`src/design/port_cmd_map.vh`:
```
// Constants for the port resume record handler.
// Summary of operation
// Controller resumes only after device reconnected.
// Records use identifier 0, index 0xB400.
// Write frame: 08,port,FE,4A,02,FF,FF,cmd.
// Reply is twelve bytes: command, PDU, job.
// Status byte 00 ok, 80 error PDU.
// Success echoes command, zero status and errors.
// Unfinished resume answers busy code 0x80C2.
// Controller reads status after every write.
// Suspend uses code 03, same frame layout.
`ifndef PORT_CMD_MAP_VH
`define PORT_CMD_MAP_VH
`define REC_ID          8'h00
`define REC_INDEX       16'hb400
`define WR_LEN          4'h8
`define RD_LEN          4'hc
`define HDR_BYTE        8'h08
`define FIX0_BYTE       8'hfe
`define FIX1_BYTE       8'h4a
`define CALL_WRITE      8'h02
`define CMD_IDX_BYTE    8'hff
`define CMD_SUSPEND     8'h03
`define CMD_RESUME      8'h04
`define STAT_OK         8'h00
`define STAT_ERR        8'h80
`define ERR_NONE        16'h0000
`define ERR_INCORRECT   16'h7001
`define ERR_PORT_NUM    16'h8001
`define ERR_INDEX       16'h8002
`define ERR_DECODE      16'h8051
`define ERR_NOT_SUPP    16'h8057
`define NEG_BUSY        16'h80c2
`define PORT_MIN        8'h01
`define PORT_MAX        8'h08
`endif

```
`src/design/frame_check.v`:
```
// Combinational decode of a captured eight-byte command frame.
`timescale 1ns/1ps
`include "port_cmd_map.vh"
module frame_check (
    input  wire [63:0] i_frame,
    output reg  [15:0] o_err_code
);
    wire [7:0] b0;
    wire [7:0] b1;
    wire [7:0] b2;
    wire [7:0] b3;
    wire [7:0] b4;
    wire [7:0] b5;
    wire [7:0] b6;
    wire [7:0] b7;
    assign b0 = i_frame[7:0];
    assign b1 = i_frame[15:8];
    assign b2 = i_frame[23:16];
    assign b3 = i_frame[31:24];
    assign b4 = i_frame[39:32];
    assign b5 = i_frame[47:40];
    assign b6 = i_frame[55:48];
    assign b7 = i_frame[63:56];
    always @* begin
        o_err_code = `ERR_NONE;
        if (b0 != `HDR_BYTE || b2 != `FIX0_BYTE || b3 != `FIX1_BYTE)
            o_err_code = `ERR_DECODE;
        else if (b4 != `CALL_WRITE)
            o_err_code = `ERR_INCORRECT;
        else if (b1 < `PORT_MIN || b1 > `PORT_MAX)
            o_err_code = `ERR_PORT_NUM;
        else if (b5 != `CMD_IDX_BYTE || b6 != `CMD_IDX_BYTE)
            o_err_code = `ERR_INDEX;
        else if (b7 != `CMD_RESUME && b7 != `CMD_SUSPEND)
            o_err_code = `ERR_NOT_SUPP;
    end
endmodule // frame_check

```
`src/design/port_resume_record_handler.v`:
```
// Record write/read handler for port suspend and resume commands.
`timescale 1ns/1ps
`include "port_cmd_map.vh"
module port_resume_record_handler (
    input  wire        i_clk_sys,
    input  wire        i_rst_b,
    input  wire        i_wr_start,
    input  wire        i_wr_valid,
    input  wire [7:0]  i_wr_byte,
    input  wire        i_rd_req,
    input  wire [7:0]  i_rec_id,
    input  wire [15:0] i_rec_index,
    input  wire        i_port_done,
    input  wire [15:0] i_job_err,
    output reg         o_cmd_valid,
    output reg  [7:0]  o_cmd_port,
    output reg  [7:0]  o_cmd_code,
    output reg         o_rd_valid,
    output reg  [7:0]  o_rd_byte,
    output reg         o_rd_last,
    output reg         o_busy_nak,
    output reg  [15:0] o_nak_code,
    output reg         o_wr_nak
);
    localparam ST_IDLE = 3'b001;
    localparam ST_WR   = 3'b010;
    localparam ST_RD   = 3'b100;

    // Control state and the byte counter shared by writes and reads.
    reg [2:0]   state_reg;
    reg [2:0]   state_next;
    reg [3:0]   cnt_reg;
    reg [3:0]   cnt_next;
    // Captured command frame, byte 0 in the lowest eight bits.
    reg [63:0]  frame_reg;
    // A port job has been issued and its completion is still awaited.
    reg         pending_reg;
    reg         pending_next;
    reg [15:0]  err_reg;
    reg [15:0]  job_reg;
    reg         wr_done_reg;
    wire [15:0] chk_err;
    wire        addr_ok;
    wire        is_idle;
    wire        req_bad;
    wire        wr_take;
    wire        rd_take;
    wire        rd_busy;
    wire        wr_last;
    wire        rd_last;
    wire        job_end;
    wire        cmd_ok;
    wire [5:0]  wr_pos;
    wire [6:0]  rd_pos;
    wire [95:0] reply;
    wire [7:0]  stat_byte;

    frame_check u_check (
        .i_frame    (frame_reg),
        .o_err_code (chk_err)
    );

    assign addr_ok = (i_rec_id == `REC_ID) &&
                     (i_rec_index == `REC_INDEX);
    assign is_idle = (state_reg == ST_IDLE);
    // Requests to any other record are refused, reads as well as writes.
    assign req_bad = is_idle && (i_wr_start || i_rd_req) &&
                     !addr_ok;
    assign wr_take = is_idle && i_wr_start && addr_ok;
    // A job that ends in the cycle of the read no longer counts as busy,
    // so the read is served instead of being lost.
    assign job_end = pending_reg && i_port_done;
    assign rd_take = is_idle && !i_wr_start && i_rd_req && addr_ok &&
                     (!pending_reg || i_port_done);
    assign rd_busy = is_idle && !i_wr_start && i_rd_req && addr_ok &&
                     pending_reg && !i_port_done;
    assign wr_last = (state_reg == ST_WR) && i_wr_valid &&
                     (cnt_reg == `WR_LEN - 4'h1);
    assign rd_last = (state_reg == ST_RD) &&
                     (cnt_reg == `RD_LEN - 4'h1);
    assign cmd_ok  = (chk_err == `ERR_NONE);
    assign wr_pos  = {cnt_reg[2:0], 3'b000};
    assign rd_pos  = {cnt_reg, 3'b000};

    // A reply carries the error PDU only when one of its fields is nonzero.
    assign stat_byte = (err_reg == `ERR_NONE && job_reg == `ERR_NONE) ?
                       `STAT_OK : `STAT_ERR;
    assign reply = {job_reg[7:0], job_reg[15:8], err_reg[7:0],
                    err_reg[15:8], frame_reg[63:40], stat_byte,
                    frame_reg[31:0]};

    always @* begin
        state_next = state_reg;
        case (state_reg)
            ST_IDLE: begin
                if (wr_take)
                    state_next = ST_WR;
                else if (rd_take)
                    state_next = ST_RD;
            end
            ST_WR: begin
                if (wr_last)
                    state_next = ST_IDLE;
            end
            ST_RD: begin
                if (rd_last)
                    state_next = ST_IDLE;
            end
            default: state_next = ST_IDLE;
        endcase
    end

    always @* begin
        cnt_next = cnt_reg;
        case (state_reg)
            ST_IDLE: cnt_next = 4'h0;
            ST_WR: begin
                if (i_wr_valid)
                    cnt_next = cnt_reg + 4'h1;
            end
            ST_RD: cnt_next = cnt_reg + 4'h1;
            default: cnt_next = 4'h0;
        endcase
    end

    // A newly issued command wins over a completion in the same cycle,
    // since that completion belongs to the job before it.
    always @* begin
        pending_next = pending_reg;
        if (job_end)
            pending_next = 1'b0;
        if (wr_done_reg && cmd_ok)
            pending_next = 1'b1;
    end

    always @(posedge i_clk_sys) begin
        if (!i_rst_b) begin
            state_reg   <= ST_IDLE;
            cnt_reg     <= 4'h0;
            pending_reg <= 1'b0;
            wr_done_reg <= 1'b0;
        end else begin
            state_reg   <= state_next;
            cnt_reg     <= cnt_next;
            pending_reg <= pending_next;
            // The frame is judged one cycle after its last byte lands.
            wr_done_reg <= wr_last;
        end
    end

    always @(posedge i_clk_sys) begin
        if (!i_rst_b) begin
            frame_reg <= 64'h0;
        end else if (wr_take) begin
            frame_reg <= 64'h0;
        end else if (state_reg == ST_WR && i_wr_valid) begin
            frame_reg[wr_pos +: 8] <= i_wr_byte;
        end
    end

    always @(posedge i_clk_sys) begin
        if (!i_rst_b) begin
            err_reg <= 16'h0;
            job_reg <= 16'h0;
        end else begin
            if (wr_done_reg)
                err_reg <= chk_err;
            // A new command forgets the job error of the one before it.
            if (wr_done_reg)
                job_reg <= `ERR_NONE;
            else if (job_end)
                job_reg <= i_job_err;
        end
    end

    // Only a frame that passed every check reaches the port logic.
    always @(posedge i_clk_sys) begin
        if (!i_rst_b) begin
            o_cmd_valid <= 1'b0;
            o_cmd_port  <= 8'h0;
            o_cmd_code  <= 8'h0;
        end else begin
            o_cmd_valid <= wr_done_reg && cmd_ok;
            if (wr_done_reg && cmd_ok) begin
                o_cmd_port <= frame_reg[15:8];
                o_cmd_code <= frame_reg[63:56];
            end
        end
    end

    always @(posedge i_clk_sys) begin
        if (!i_rst_b) begin
            o_rd_valid <= 1'b0;
            o_rd_byte  <= 8'h0;
            o_rd_last  <= 1'b0;
        end else begin
            o_rd_valid <= (state_reg == ST_RD);
            o_rd_last  <= rd_last;
            if (state_reg == ST_RD)
                o_rd_byte <= reply[rd_pos +: 8];
        end
    end

    // The busy code stays put between answers; only the pulse marks one.
    always @(posedge i_clk_sys) begin
        if (!i_rst_b) begin
            o_busy_nak <= 1'b0;
            o_nak_code <= 16'h0;
            o_wr_nak   <= 1'b0;
        end else begin
            o_wr_nak   <= req_bad;
            o_busy_nak <= rd_busy;
            if (rd_busy)
                o_nak_code <= `NEG_BUSY;
        end
    end
endmodule // port_resume_record_handler

```
`config.mk`:
```
export PLATFORM = sky130hd
export DESIGN_NAME = port_resume_record_handler
export DESIGN_NICKNAME = d
export VERILOG_FILES = /design/src/design/frame_check.v /design/src/design/port_resume_record_handler.v
export VERILOG_INCLUDE_DIRS = /design/src /design/src/design
export SDC_FILE = /design/constraint.sdc
export NUM_CORES = 1
export LEC_CHECK = 0
export BUFFER_PORTS_ARGS = -buffer_cell sky130_fd_sc_hd__buf_2
export CORE_UTILIZATION = 40
export CTS_BUF_LIST = sky130_fd_sc_hd__clkbuf_16
export CTS_CLUSTER_SIZE = 25
export DETAILED_ROUTE_END_ITERATION = 12
export GPL_TIMING_DRIVEN = 0
export PLACE_DENSITY_LB_ADDON = 0.2
export SETUP_SLACK_MARGIN = 0.2
export SLEW_MARGIN = 20
export SYNTH_ARGS = -nofsm -noshare
export SYNTH_HDL_FRONTEND = slang
export SYNTH_HIERARCHICAL = 1
export SYNTH_SLANG_ARGS = --single-unit
```
`constraint.sdc`:
```
create_clock -name i_clk_sys -period 4.8 [get_ports i_clk_sys]
set_clock_uncertainty 0.1 [all_clocks]
set_input_delay 0 -clock i_clk_sys [delete_from_list [all_inputs] [get_ports i_clk_sys]]
set_output_delay 0 -clock i_clk_sys [all_outputs]
set_load 0.01 [all_outputs]
```
After elaboration in Yosys (flattened, before gate mapping)
Cells that the tools add are included.

Register bits after elaboration: 135. Output and inout port bits: 45. Input port bits: 54.

Add/subtract/negate cells: 2. Shift operators: 3. $lt $le $gt $ge: 2. Reductions and logical operators: 36. Muxes and demuxes: 16. Bitwise gates (word level): 1. Eq/ne operators: 18.

Operators by type and width (count): $shiftx 96x8->8 (1); $mux 16 (5); $bwmux 64 (1); $shift 8x8->64 const A (1); $shiftx 8x8->64 (1); $logic_not 16->1 (3); $ne 8x8->1 const B (3); $logic_and 1x1->1 (18); $eq 16x16->1 const B (1); $ne 8x2->1 const B (2); $mux 3 (4); $pmux 3 s3 (1); $gt 8x4->1 const B (1); $logic_not 8->1 (1); $lt 8x1->1 const B (1); $mux 8 (1); $ne 8x3->1 const B (1); $ne 8x4->1 const B (1); $ne 8x7->1 const B (1); $neg 6->8 (1); $pmux 4 s2 (1); $logic_or 1x1->1 (6); $ne 2x2->1 const B (3); $add 4x1->4 const B (1); other kinds (13) (18).

Depth between registers and ports, before layout
Gate-level depths: netlist (run 1).

Depth after elaboration: 10. Gate-level depth with buffers: 13.

Hierarchy
The synthesis (run 1) kept the hierarchy.

By module, submodules not included: port_resume_record_handler (cells each 700, area an instance 6538.8 um^2, instances 1, seq. area each 2702.6 um^2); frame_check (cells each 45, area an instance 325.3 um^2, instances 1, seq. area each 0.0 um^2).

Worst setup path after synthesis (run 1)
Ideal clock, no wire load.

Kind: flip-flop to flip-flop. Start point: reg frame_reg[26]. End point: reg o_cmd_code[5]. Path slack: 1.825 ns. Period minus slack after synthesis: 2.975 ns. Path buffers: 2. Data arrival time: 2.743 ns. Cell stages (with the launch flop): 11. Library setup time: 0.132 ns. Required time: 4.568 ns. Path through: dfxtp_1 nor4b_2 nand2_1 or4_1 buf_2 or3b_1 or4b_4 nand4bb_4 buf_6 o21ai_1 a21oi_1.

Cells in the longest elaborated chain, start to end: 5.

Ends and longest elaborated chain: start: declaration (line port_resume_record_handler.v:35) `reg [63:0] frame_reg;`; start signal: indexed assignment (line port_resume_record_handler.v:157) `frame_reg[wr_pos +: 8] <= i_wr_byte;`; $ne 8x7->1 (no line); $logic_or 1x1->1 (no line); $mux 16 (line frame_check.v:26) `` if (b0 != `HDR_BYTE || b2 != `FIX0_BYTE || b3 != `FIX1_BYTE) ``; net chk_err[0] (line port_resume_record_handler.v:42) `wire [15:0] chk_err;`; $logic_not 16->1 (no line); $logic_and 1x1->1 (line port_resume_record_handler.v:184) `if (wr_done_reg && cmd_ok) begin`; end signal: assignment (line port_resume_record_handler.v:186) `o_cmd_code <= frame_reg[63:56];`; end: declaration (line port_resume_record_handler.v:17) `output reg [7:0] o_cmd_code,`.

The timed path passes the listed nets, and every way through them passes these cells. A chain may end at the register's enable or synchronous reset.

Final worst setup path (run 1)
Start point: reg frame_reg[26]. End point: reg pending_reg.

Cells in the longest elaborated chain, start to end: 6.

Ends and longest elaborated chain: $ne 8x7->1 (no line) *; $logic_or 1x1->1 (no line) *; $mux 16 * (line frame_check.v:26); net chk_err[12] (line port_resume_record_handler.v:42); $logic_not 16->1 (no line) *; $logic_and 1x1->1 * (line port_resume_record_handler.v:132) `if (wr_done_reg && cmd_ok)`; $mux 1 or $reduce_bool 2->1 (tied branches); end signal: assignment (line port_resume_record_handler.v:145) `pending_reg <= pending_next;`; end: declaration (line port_resume_record_handler.v:37) `reg pending_reg;`.

Mark *: on every way through the listed nets, which the timed path passes. The rest lies on a longest branch.

==> summary.md, run 1 <==
| Metric | Value |
|---|---|
| Height of the die | 133 µm |
| Crit path arrival time | 3.72 ns |
| Clock transition at path regs | 0.06 ns |
| I/O pin count | 99 |
| Later-pin clock latency in the skew report | 0.42 ns |
| Largest net degree at the start of global routing | 17 |
| Net count of the finished layout | 967 |
| Achievable clock frequency | 283 MHz |
| Final count of negative-setup-slack endpoints | 0 |
| Initial antenna violation count | 0 |
| Core area | 16600 µm² |
| Total wire length | 20.6 mm |
| Die width | 133 µm |
| Number of rows in the core area | 47 |
| Yosys warning count | 6 |
| Residual DRC count | 0 |
| Distinct cell type count of the synthesized netlist | 72 |
| Unrepaired setup endpoints after global routing | false |
| Startpoint of the most critical setup path | frame_reg[26] |
| Avg Inst Size Synth | 9.21 µm² |
| DRT iter0 DRCs | 439 |
| Sinks on Clock Net | 135 |
| Clock period minus final worst setup slack | 3.54 ns |
| H-tree lvl count | 4 |
| Period utilisation layout | 73.7% |
| Final estimated routing congestion in global placement | 0.918 |
| Power per cell area | 275 nW/µm² |
| Number of vias after detailed routing | 6092 |
| Buffer type at the clock tree root | sky130_fd_sc_hd__clkbuf_16 |
| Crit Reg-Reg Endpoint | pending_reg |
| GRT Total Usage | 24.1% |
| Element type at the critical path start | flop |
| Hold violation total from the final report | 0 |
| Most common library cell in the layout ignoring fill and taps | sky130_fd_sc_hd__dfxtp_1 |
| First-pass detailed-route iteration total | 6 |
| Per-cell via count in the routed design | 5.35 |
| Vias in the first global route | 5713 |
| Startpoint of the most critical hold path | i_rec_id[2] |
| Half-perimeter wire length of the detailed placement result | 15.4 mm |
| Starting density of the core | 41.2% |
| Setup slack of the most critical reg-to-reg path | 1.26 ns |
| Startpoint of the lowest-slack register-to-register path | frame_reg[26] |
| Area of the die | 17700 µm² |
| Setup TNS Final | 0 ns |
| Max Buffers Root-to-Sink | 2 |
| Endpoint class of the critical path | flop |
| Leak | 3.31 nW |
| Average detailed-routed wire length per instance | 18.1 µm |
| Number of cell instances on the worst register-to-register path | 13 |
| WP data required | 4.98 ns |
| Slew Viols, Final | 0 |
| Worst setup path endpoint | pending_reg |
| Worst hold-check path type | input port to flop |
| Post-CTS setup buffer count | 0 |
| Post-route antenna net violation count | 0 |
| Max_slew headroom | 26.9% |
| Overall power after layout | 2.35 mW |
| Global-route wire length before repair | 32.2 mm |
| Worst Max-Slew Pin Slew | 1.09 ns |
| Fraction of registers with async set/reset | 0% |
| Post-Syn Area | 6860 µm² |
| Status | finished clean |
| Post-synth EDFFs | 0 |
| Relative area change from synthesis to final layout | 24.4% |
| Sequential element share of the synthesized area | 39.4% |
| Maximum fanout encountered on the critical timing path | 10 |
| Worst supply voltage drop on vdd | 0.228 mV |
| Max FFs per register | 64 |
| Top library cells by usage in the layout, fill and taps aside | sky130_fd_sc_hd__dfxtp_1, sky130_fd_sc_hd__buf_2, sky130_fd_sc_hd__nand2_1 |
| Most common flop cell mapped by yosys | sky130_fd_sc_hd__dfxtp_1 |
| Number of buffers created by CTS | 17 |
| Global-route congestion overflow total | 0 |
| Number of max-capacitance violations reported | 0 |
| Total of buffers placed on input and output ports | 86 |
| CTS tree | built |
| Setup Crit Path Kind | flop to flop |
| Flip-flop and latch count after synthesis | 135 |
| Synthesized instance count | 745 |
| Fraction of layout instances using a drive strength above 1 | 25.1% |
| Number of inserted diodes | 0 |
[worst min-delay path by stage]
| stage | endpoint | slack (ns) | cells past startpoint |
|---|---|---|---|
| 2_1_floorplan | job_reg[13] | 0.04 | 2 |
| 3_3_place_gp | job_reg[15] | 0.14 | 3 |
| 3_5_place_dp | job_reg[15] | 0.15 | 3 |
| 4_1_cts | state_reg[0] | 0.004 | 5 |
| 5_1_grt | state_reg[0] | 0.04 | 5 |
| 6_report | state_reg[1] | 0.02 | 5 |
[where the power goes]
| part | switching [mW] | internal (mW) |
|---|---|---|
| clock network | 0.477 | 0.639 |
| logic | 0.0586 | 0.0548 |
| registers | 0.0000933 | 1.12 |
[logic make-up after synthesis]
family	synth area share, %
adder cells (fa/ha/maj)	1.09
flip-flops	39.4
AO/OA/AOI/OAI	13.2
buffers and inverters	7.25
multiplexers	14.5
other	0.109
AND/OR/NAND/NOR	24.2
XOR/XNOR	0.255
[critical path: stages, from the launching register on]
cell and delay, ns:
sky130_fd_sc_hd__dfxtp_1 0.36, sky130_fd_sc_hd__nor4b_2 0.34, sky130_fd_sc_hd__nand2_1 0.13, sky130_fd_sc_hd__or4_1 0.55, sky130_fd_sc_hd__buf_2 0.19, sky130_fd_sc_hd__a21oi_1 0.37
sky130_fd_sc_hd__buf_4 0.19, sky130_fd_sc_hd__or3_1 0.12, sky130_fd_sc_hd__clkbuf_1 0.30, sky130_fd_sc_hd__and3b_1 0.22, sky130_fd_sc_hd__buf_4 0.15, sky130_fd_sc_hd__buf_4 0.17
sky130_fd_sc_hd__a21oi_1 0.14, sky130_fd_sc_hd__nor2_1 0.07
[metal layers]
metal | global-route usage (%) | share of wire, %
met4 | 7.22 | 1.5
met2 | 36.7 | 44
met1 | 34.0 | 48
met5 | 0 | 0
met3 | 5.21 | 6.6
[Yosys cell counts (4+ instances only)]
cell type	n	area [µm²]
sky130_fd_sc_hd__ha_1	6	75.1
sky130_fd_sc_hd__a211oi_1	4	30.0
sky130_fd_sc_hd__mux4_2	11	248
sky130_fd_sc_hd__and3_1	6	37.5
sky130_fd_sc_hd__nor3_1	9	45.0
sky130_fd_sc_hd__and2_1	27	169
sky130_fd_sc_hd__nor4_1	15	93.8
sky130_fd_sc_hd__a22oi_1	8	60.1
sky130_fd_sc_hd__o21ai_0	12	60.1
sky130_fd_sc_hd__nor3b_1	4	30.0
sky130_fd_sc_hd__a21oi_1	42	210
sky130_fd_sc_hd__a21oi_2	20	175
sky130_fd_sc_hd__nor4b_1	5	43.8
sky130_fd_sc_hd__clkbuf_1	18	67.6
sky130_fd_sc_hd__and4bb_2	6	75.1
sky130_fd_sc_hd__buf_6	8	90.1
sky130_fd_sc_hd__mux2i_1	67	671
sky130_fd_sc_hd__mux2_2	7	78.8
sky130_fd_sc_hd__inv_1	7	26.3
sky130_fd_sc_hd__o21ai_1	8	40.0
sky130_fd_sc_hd__o21a_1	4	30.0
sky130_fd_sc_hd__buf_2	14	70.1
sky130_fd_sc_hd__nand2b_1	10	62.6
sky130_fd_sc_hd__buf_4	32	240
sky130_fd_sc_hd__nand4_1	7	43.8
sky130_fd_sc_hd__nand2_1	90	338
sky130_fd_sc_hd__dfxtp_1	135	2700
sky130_fd_sc_hd__nand3_1	24	120
sky130_fd_sc_hd__o221ai_1	5	43.8
sky130_fd_sc_hd__o22ai_1	6	37.5
sky130_fd_sc_hd__nor2_1	68	255
[through the flow]
stage	area [µm²]	instances	setup slack [ns]	hold slack, ns	utilization, %
after global placement	7630	1068	1.23	0.144	45.9
after CTS	8530	1139	1.13	0.00380	51.3
final	8540	1139	1.26	0.0230	51.3
after detailed placement	7630	1068	1.16	0.150	45.9
after global routing	8540	1139	1.05	0.0363	51.3
after floorplan	6930	762	1.83	0.0360	-
[what timing repair did]
| action | CTS | global route |
|---|---|---|
| setup endpoints to repair | 0 | 0 |
| resized for setup | 0 | 0 |
| hold buffers | 40 | 0 |
| endpoints found under the hold margin | 78 | 0 |
[area by class of cell]
class | instances | area [µm²]
fill | 1605 | 8100
multi-input combinational | 547 | 3730
sequential | 135 | 2700
timing repair buffer | 126 | 831
buffer | 72 | 468
clock buffer | 17 | 425
tap | 220 | 275
clock inverter | 14 | 72.6
inverter | 8 | 30.0
Note: power is estimated with default switching activity, not from simulation.
==> run 2, diff against run 1 <==
Clock period 4.8 ns to 3.6 ns, I/O delays scaled along.
==> run 2 against run 1 <==
  * First-iteration DRC count is 12% higher
  * Maximum frequency rose by 6.6%
  * Die area unchanged
  * Global-route usage rose by 0.15 points
==> summary.md, run 2 (synthesis results as in run 1) <==
| Metric | Value |
|---|---|
| Status | finished clean (unchanged) |
| Starting density of the core | 41.2% (unchanged) |
| Fraction of layout instances using a drive strength above 1 | 27.5% (was 25.1%) |
| Die width | 133 µm (unchanged) |
| Buffer type at the clock tree root | sky130_fd_sc_hd__clkbuf_16 (unchanged) |
| Area of the die | 17700 µm² (unchanged) |
| CP max stage cell | sky130_fd_sc_hd__or4b_4 (was sky130_fd_sc_hd__or4_1) |
| Slew Viols, Final | 0 (unchanged) |
| Startpoint of the most critical hold path | i_rec_id[2] (unchanged) |
| Vias in the first global route | 5740 (was 5713) |
| Residual DRC count | 0 (unchanged) |
| Half-perimeter wire length of the detailed placement result | 15.4 mm (unchanged) |
| Per-cell via count in the routed design | 5.40 (was 5.35) |
| Number of inserted diodes | 0 (unchanged) |
| Clock transition at path regs | 0.06 ns (about the same) |
| Max Buffers Root-to-Sink | 2 (unchanged) |
| Number of vias after detailed routing | 6166 (was 6092) |
| Number of standard cells in the layout, taps in and fillers out | 1142 (was 1139) |
| Number of buffers created by CTS | 17 (unchanged) |
| Area post-placement | 7630 µm² (unchanged) |
| Global-route congestion overflow total | 0 (unchanged) |
| Setup slack of the most critical reg-to-reg path | 0.28 ns (was 1.26 ns) |
| H-tree lvl count | 4 (unchanged) |
| Top Family by Delay on Critical Path | simple AND/OR/NAND/NOR gates (unchanged) |
| Height of the die | 133 µm (unchanged) |
| Endpoint class of the critical path | flop (unchanged) |
| Number of cell instances on the worst register-to-register path | 10 (was 13) |
| Crit path arrival time | 3.51 ns (was 3.72 ns) |
| Power per cell area | 359 nW/µm² (was 275 nW/µm²) |
| Cells traversed along the worst timing path | nor4b_4 > nand4_1 > or4_4 > buf_6 > or3b_4 > or4b_4 > nand4bb_4 > buf_6 > o21ai_1 > a21oi_1 (was nor4b_2 > nand2_1 > or4_1 > buf_2 > a21oi_1 > buf_4 > or3_1 > clkbuf_1 > and3b_1 > buf_4 > buf_4 > a21oi_1 > nor2_1) |
| Initial antenna violation count | 0 (unchanged) |
| Global-route wire length before repair | 32.4 mm (was 32.2 mm) |
| DRT iter0 DRCs | 491 (was 439) |
| Max FFs per register | 64 (unchanged) |
| Total wire length | 20.9 mm (was 20.6 mm) |
| Final estimated routing congestion in global placement | 0.918 (unchanged) |
| Worst supply voltage drop on vdd | 0.305 mV (was 0.228 mV) |
| GRT Total Usage | 24.3% (was 24.1%) |
| Sinks on Clock Net | 135 (unchanged) |
| Cell with the most instances on the worst path | sky130_fd_sc_hd__buf_6 (was sky130_fd_sc_hd__buf_4) |
| Maximum single-stage delay on the critical path | 0.59 ns (was 0.55 ns) |
| Hold-critical path endpoint | state_reg[1] (unchanged) |
| Most common library cell in the layout ignoring fill and taps | sky130_fd_sc_hd__dfxtp_1 (unchanged) |
| Worst hold-check path type | input port to flop (unchanged) |
| Largest net degree at the start of global routing | 17 (unchanged) |
| Hold path depth | 5 (unchanged) |
| Maximum fanout encountered on the critical timing path | 6 (was 10) |
| I/O pin count | 99 (unchanged) |
| Setup Crit Path Kind | flop to flop (unchanged) |
| Achievable clock frequency | 301 MHz (was 283 MHz) |
| Period utilisation layout | 92.2% (was 73.7%) |
| Number of rows in the core area | 47 (unchanged) |
| CTS tree | built (unchanged) |
| Global-route met1 utilization | 33.9% (was 34.0%) |
| Worst path buffer plus inverter count | 2 (was 5) |
| Cell count after placement | 1068 (unchanged) |
| Later-pin clock latency in the skew report | 0.42 ns (about the same) |
| Global routing usage on met2 | 37.0% (was 36.7%) |
| Number of max-capacitance violations reported | 0 (unchanged) |
| Worst Max-Slew Pin Slew | 0.781 ns (was 1.09 ns) |
| Leak | 3.34 nW (was 3.31 nW) |
| Core area | 16600 µm² (unchanged) |
| Final count of negative-setup-slack endpoints | 0 (unchanged) |
| Most Crowded Layer GR | met2 (unchanged) |
| Crit Reg-Reg Endpoint | o_cmd_port[1] (was pending_reg) |
| Element type at the critical path start | flop (unchanged) |
| Post-route cell area | 8720 µm² (was 8540 µm²) |
| Hold violation total from the final report | 0 (unchanged) |
| Max_slew headroom | 47.9% (was 26.9%) |
| Unrepaired setup endpoints after global routing | true (was false) |
| Relative area change from synthesis to final layout | 27.0% (was 24.4%) |
| Total of buffers placed on input and output ports | 86 (unchanged) |
| Top library cells by usage in the layout, fill and taps aside | sky130_fd_sc_hd__dfxtp_1, sky130_fd_sc_hd__buf_2, sky130_fd_sc_hd__nand2_1 (unchanged) |
| Post-route antenna net violation count | 0 (unchanged) |
| First-pass detailed-route iteration total | 5 (was 6) |
| Clock period minus final worst setup slack | 3.32 ns (was 3.54 ns) |
| Met3 routing resource usage after global routing | 5.59% (was 5.21%) |
| WP data required | 3.79 ns (was 4.98 ns) |
| Net count of the finished layout | 970 (was 967) |
| Average detailed-routed wire length per instance | 18.3 µm (was 18.1 µm) |
| Startpoint of the lowest-slack register-to-register path | frame_reg[6] (was frame_reg[26]) |
==> run 2: worst min-delay path, stage by stage <==
cell                      delay [ns]
sky130_fd_sc_hd__buf_2          0.10
sky130_fd_sc_hd__nor4_4         0.04
sky130_fd_sc_hd__nand4_4        0.12
sky130_fd_sc_hd__o32ai_1        0.09
sky130_fd_sc_hd__and2_1         0.15
==> run 2: repair_timing <==
item / 4_1_cts / 5_1_grt
endpoints found under the setup margin: 18 / 20
pin swaps: 2 / 9
endpoints found under the hold margin: 78 / 0
resized for setup: 5 / 29
gates cloned: 2 / 0
hold buffers: 40 / 0
buffers inserted: 0 / 1
==> run 2: routing by layer <==
metal / vias up / routed length [µm]
met2: 245 / 9160
met5: - / 0
li1: 2959 / -
met1: 2926 / 9730
met4: 0 / 373
met3: 36 / 1590
==> run 2: through the flow <==
| stage | TNS [ns] | util [%] | setup WS, ns | total power, mW | hold WS, ns |
|---|---|---|---|---|---|
| finish | 0 | 52.4 | 0.279 | 3.13 | 0.0223 |
| detailed placement | -0.227 | 45.9 | -0.0434 | 1.65 | 0.150 |
| floorplan | 0 | - | 0.625 | 1.59 | 0.0360 |
| CTS | 0 | 51.6 | 0.203 | 3.16 | 0.00380 |
| global route | 0 | 52.4 | 0.189 | 3.25 | 0.0363 |
| global placement | 0 | 45.9 | 0.0273 | 1.65 | 0.144 |
==> run 2: worst max-delay path by stage <==
stage / startpoint / to / cells after the start
after floorplan: frame_reg[26] / o_cmd_code[5] / 10
after global placement: frame_reg[39] / o_cmd_port[1] / 8
after detailed placement: frame_reg[39] / o_cmd_port[6] / 8
after CTS: frame_reg[26] / o_cmd_port[3] / 10
after global routing: frame_reg[6] / o_cmd_port[3] / 10
final: frame_reg[6] / o_cmd_port[1] / 10
==> run 2: final cells by class <==
class | instances | area [µm²]
timing repair buffer | 128 | 850
tap | 220 | 275
inverter | 8 | 30.0
clock buffer | 17 | 425
buffer | 72 | 474
multi-input combinational | 548 | 3880
sequential | 135 | 2710
fill | 1585 | 7920
clock inverter | 14 | 72.6
==> run 2: where the power goes <==
group          switching, mW  internal, mW  leakage [nW]
Clock                  0.630         0.852         0.256
Sequential          0.000124          1.49          1.09
Combinational         0.0795        0.0733          2.00
==> run 3, diff against run 2 <==
Settings changed: CORE_UTILIZATION 40 to 50.
==> run 3 against run 2 <==
  * Register-to-register slack lost 0.03 ns
  * Total power is 13% higher
  * Wire length is 0.29% lower
  * Count of clock-buffer cells in the layout is the same
  * Die area fell by 20%
  * Sequential cell count stayed put
==> summary.md, run 3 (synthesis results as in run 1) <==
| Metric | Value |
|---|---|
| Status | finished clean (unchanged) |
| Clock period minus final worst setup slack | 3.35 ns (was 3.32 ns) |
| Post-route antenna net violation count | 0 (unchanged) |
| Number of max-capacitance violations reported | 0 (unchanged) |
| Unrepaired setup endpoints after global routing | true (unchanged) |
| Buffer type at the clock tree root | sky130_fd_sc_hd__clkbuf_16 (unchanged) |
| H-tree lvl count | 4 (unchanged) |
| Max Buffers Root-to-Sink | 2 (unchanged) |
| Number of rows in the core area | 42 (was 47) |
| Max FFs per register | 64 (unchanged) |
| Endpoint class of the critical path | flop (unchanged) |
| Later-pin clock latency in the skew report | 0.43 ns (was 0.42 ns) |
| Per-cell via count in the routed design | 5.68 (was 5.40) |
| First-pass detailed-route iteration total | 5 (unchanged) |
| Starting density of the core | 51.6% (was 41.2%) |
| Total of buffers placed on input and output ports | 86 (unchanged) |
| Fraction of layout instances using a drive strength above 1 | 26.7% (was 27.5%) |
| Half-perimeter wire length of the detailed placement result | 15.4 mm (about the same) |
| Period utilisation layout | 93.0% (was 92.2%) |
| Maximum fanout encountered on the critical timing path | 6 (unchanged) |
| Crit path arrival time | 3.55 ns (was 3.51 ns) |
| Area of the die | 14200 µm² (was 17700 µm²) |
| Internal | 2.79 mW (was 2.42 mW) |
| Global-route congestion overflow total | 0 (unchanged) |
| Core area | 13300 µm² (was 16600 µm²) |
| Worst supply voltage drop on vdd | 0.273 mV (was 0.305 mV) |
| Setup TNS Final | 0 ns (unchanged) |
| Number of vias after detailed routing | 6237 (was 6166) |
| Combinational share of power | 4.4% (was 4.9%) |
| WP data required | 3.80 ns (was 3.79 ns) |
| Number of cell instances on the worst register-to-register path | 10 (unchanged) |
| Number of inserted diodes | 0 (unchanged) |
| Residual DRC count | 0 (unchanged) |
| Hold path depth | 5 (unchanged) |
| Relative area change from synthesis to final layout | 26.5% (was 27.0%) |
| Element type at the critical path start | flop (unchanged) |
| Portion of total power attributed to the clock network | 53.3% (was 47.4%) |
| Worst hold-check path type | input port to flop (unchanged) |
| Final estimated routing congestion in global placement | 0.932 (was 0.918) |
| Minimum setup slack in the final design | 0.250 ns (was 0.279 ns) |
| Hold violation total from the final report | 0 (unchanged) |
| Leak | 3.37 nW (was 3.34 nW) |
| Switching power | 0.745 mW (was 0.709 mW) |
| Area post-placement | 7580 µm² (was 7630 µm²) |
| I/O pin count | 99 (unchanged) |
| Fill cell instance count of the final layout | 1098 (was 1585) |
| Most common library cell in the layout ignoring fill and taps | sky130_fd_sc_hd__dfxtp_1 (unchanged) |
| Achievable clock frequency | 299 MHz (was 301 MHz) |
| Initial antenna violation count | 0 (unchanged) |
| Number of buffers created by CTS | 17 (unchanged) |
| Slew Viols, Final | 0 (unchanged) |
| Top library cells by usage in the layout, fill and taps aside | sky130_fd_sc_hd__dfxtp_1, sky130_fd_sc_hd__buf_2, sky130_fd_sc_hd__nand2_1 (unchanged) |
| Final count of negative-setup-slack endpoints | 0 (unchanged) |
| Setup Crit Path Kind | flop to flop (unchanged) |
| Post-placement worst setup slack | 0.113 ns (was -0.0434 ns) |
| Switching part of the total power | 21.1% (was 22.7%) |
| Die width | 119 µm (was 133 µm) |
| Power per cell area | 407 nW/µm² (was 359 nW/µm²) |
| Vias in the first global route | 6037 (was 5740) |
| Largest net degree at the start of global routing | 17 (unchanged) |
| DRT iter0 DRCs | 683 (was 491) |
| Net count of the finished layout | 969 (was 970) |
| Height of the die | 119 µm (was 133 µm) |
| Post-route cell area | 8680 µm² (was 8720 µm²) |
| Average detailed-routed wire length per instance | 18.9 µm (was 18.3 µm) |
| Sinks on Clock Net | 135 (unchanged) |
| Part of the total power dissipated in sequential elements | 42.3% (was 47.8%) |
| GRT Total Usage | 30.1% (was 24.3%) |
| Max_slew headroom | 49.2% (was 47.9%) |
| Total wire length | 20.8 mm (was 20.9 mm) |
| Global-route wire length before repair | 32.3 mm (was 32.4 mm) |
| Clock transition at path regs | 0.06 ns (about the same) |
| CTS tree | built (unchanged) |
| Worst Max-Slew Pin Slew | 0.761 ns (was 0.781 ns) |
==> run 3: changes by cell type in the layout (fill, tap and decap cells not counted), sizes merged <==
cell	before	now
bufinv	0	5
dlygate4sd3	40	37
clkinvlp	2	3
buf	142	143
clkinv	10	6
clkbuf	35	36
inv	10	9
==> run 3: path summary, 6_finish.rpt <==
| path | from | to | slack (ns) |
|---|---|---|---|
| worst max-delay path | frame_reg[0] | o_cmd_code[5] | 0.25 |
| worst min-delay path | i_rec_id[2] | o_busy_nak | 0.04 |
| worst max register to register | frame_reg[0] | o_cmd_code[5] | 0.25 |
| worst min register to register | o_cmd_code[0] | o_cmd_code[0] | 0.37 |
==> run 3: what timing repair did <==
action / in CTS / in global routing
resized for setup: 2 / 11
gates cloned: 0 / 2
hold buffers: 37 / 0
setup buffers: 0 / 3
hold endpoints to repair: 78 / 0
pin swaps: 0 / 6
endpoints found under the setup margin: 10 / 18
==> run 3: per-layer routing <==
| metal | track usage [%] | vias to the layer above | routed length (µm) |
|---|---|---|---|
| met4 | 13.9 | 0 | 630 |
| li1 | - | 2970 | - |
| met3 | 6.51 | 45 | 1570 |
| met2 | 47.2 | 277 | 9480 |
| met1 | 39.3 | 2945 | 9120 |
| met5 | 0 | - | 0 |
==> run 3: critical path, stage by stage (launching register included) <==
cell                        delay, ns
sky130_fd_sc_hd__dfxtp_1         0.33
sky130_fd_sc_hd__nor4b_2         0.34
sky130_fd_sc_hd__nand2_1         0.11
sky130_fd_sc_hd__or4_4           0.51
sky130_fd_sc_hd__buf_4           0.18
sky130_fd_sc_hd__or3b_4          0.40
sky130_fd_sc_hd__or4b_4          0.58
sky130_fd_sc_hd__nand4bb_4       0.27
sky130_fd_sc_hd__buf_4           0.19
sky130_fd_sc_hd__o21ai_1         0.13
sky130_fd_sc_hd__a21oi_1         0.08
==> run 3: power by group through the flow <==
stage | clock network [mW] | logic, mW | registers, mW
6_report | 1.88 | 0.154 | 1.50
5_1_grt | 1.96 | 0.164 | 1.49
4_1_cts | 1.89 | 0.148 | 1.50
3_5_place_dp | 0 | 0.120 | 1.53
3_3_place_gp | 0 | 0.119 | 1.53
2_1_floorplan | 0 | 0.0630 | 1.53
==> run 3: cell type report <==
cell class,count,area [µm²],share of cell area [%]
sequential,135,2700,31.1
multi-input combinational,548,3790,43.7
timing repair buffer,127,831,9.57
tap,176,220,2.54
clock inverter,15,211,2.43
clock buffer,17,425,4.90
buffer,72,473,5.45
inverter,8,30.0,0.346
==> run 3: stage by stage <==
stage | std cells | hold slack [ns] | util, % | total power [mW]
detailed placement | 1024 | 0.148 | 57.0 | 1.65
floorplan | 762 | 0.0360 | - | 1.59
finish | 1098 | 0.0356 | 65.3 | 3.53
global route | 1098 | 0.0575 | 65.3 | 3.62
CTS | 1093 | 0.0286 | 64.7 | 3.53
global placement | 1024 | 0.143 | 57.0 | 1.65
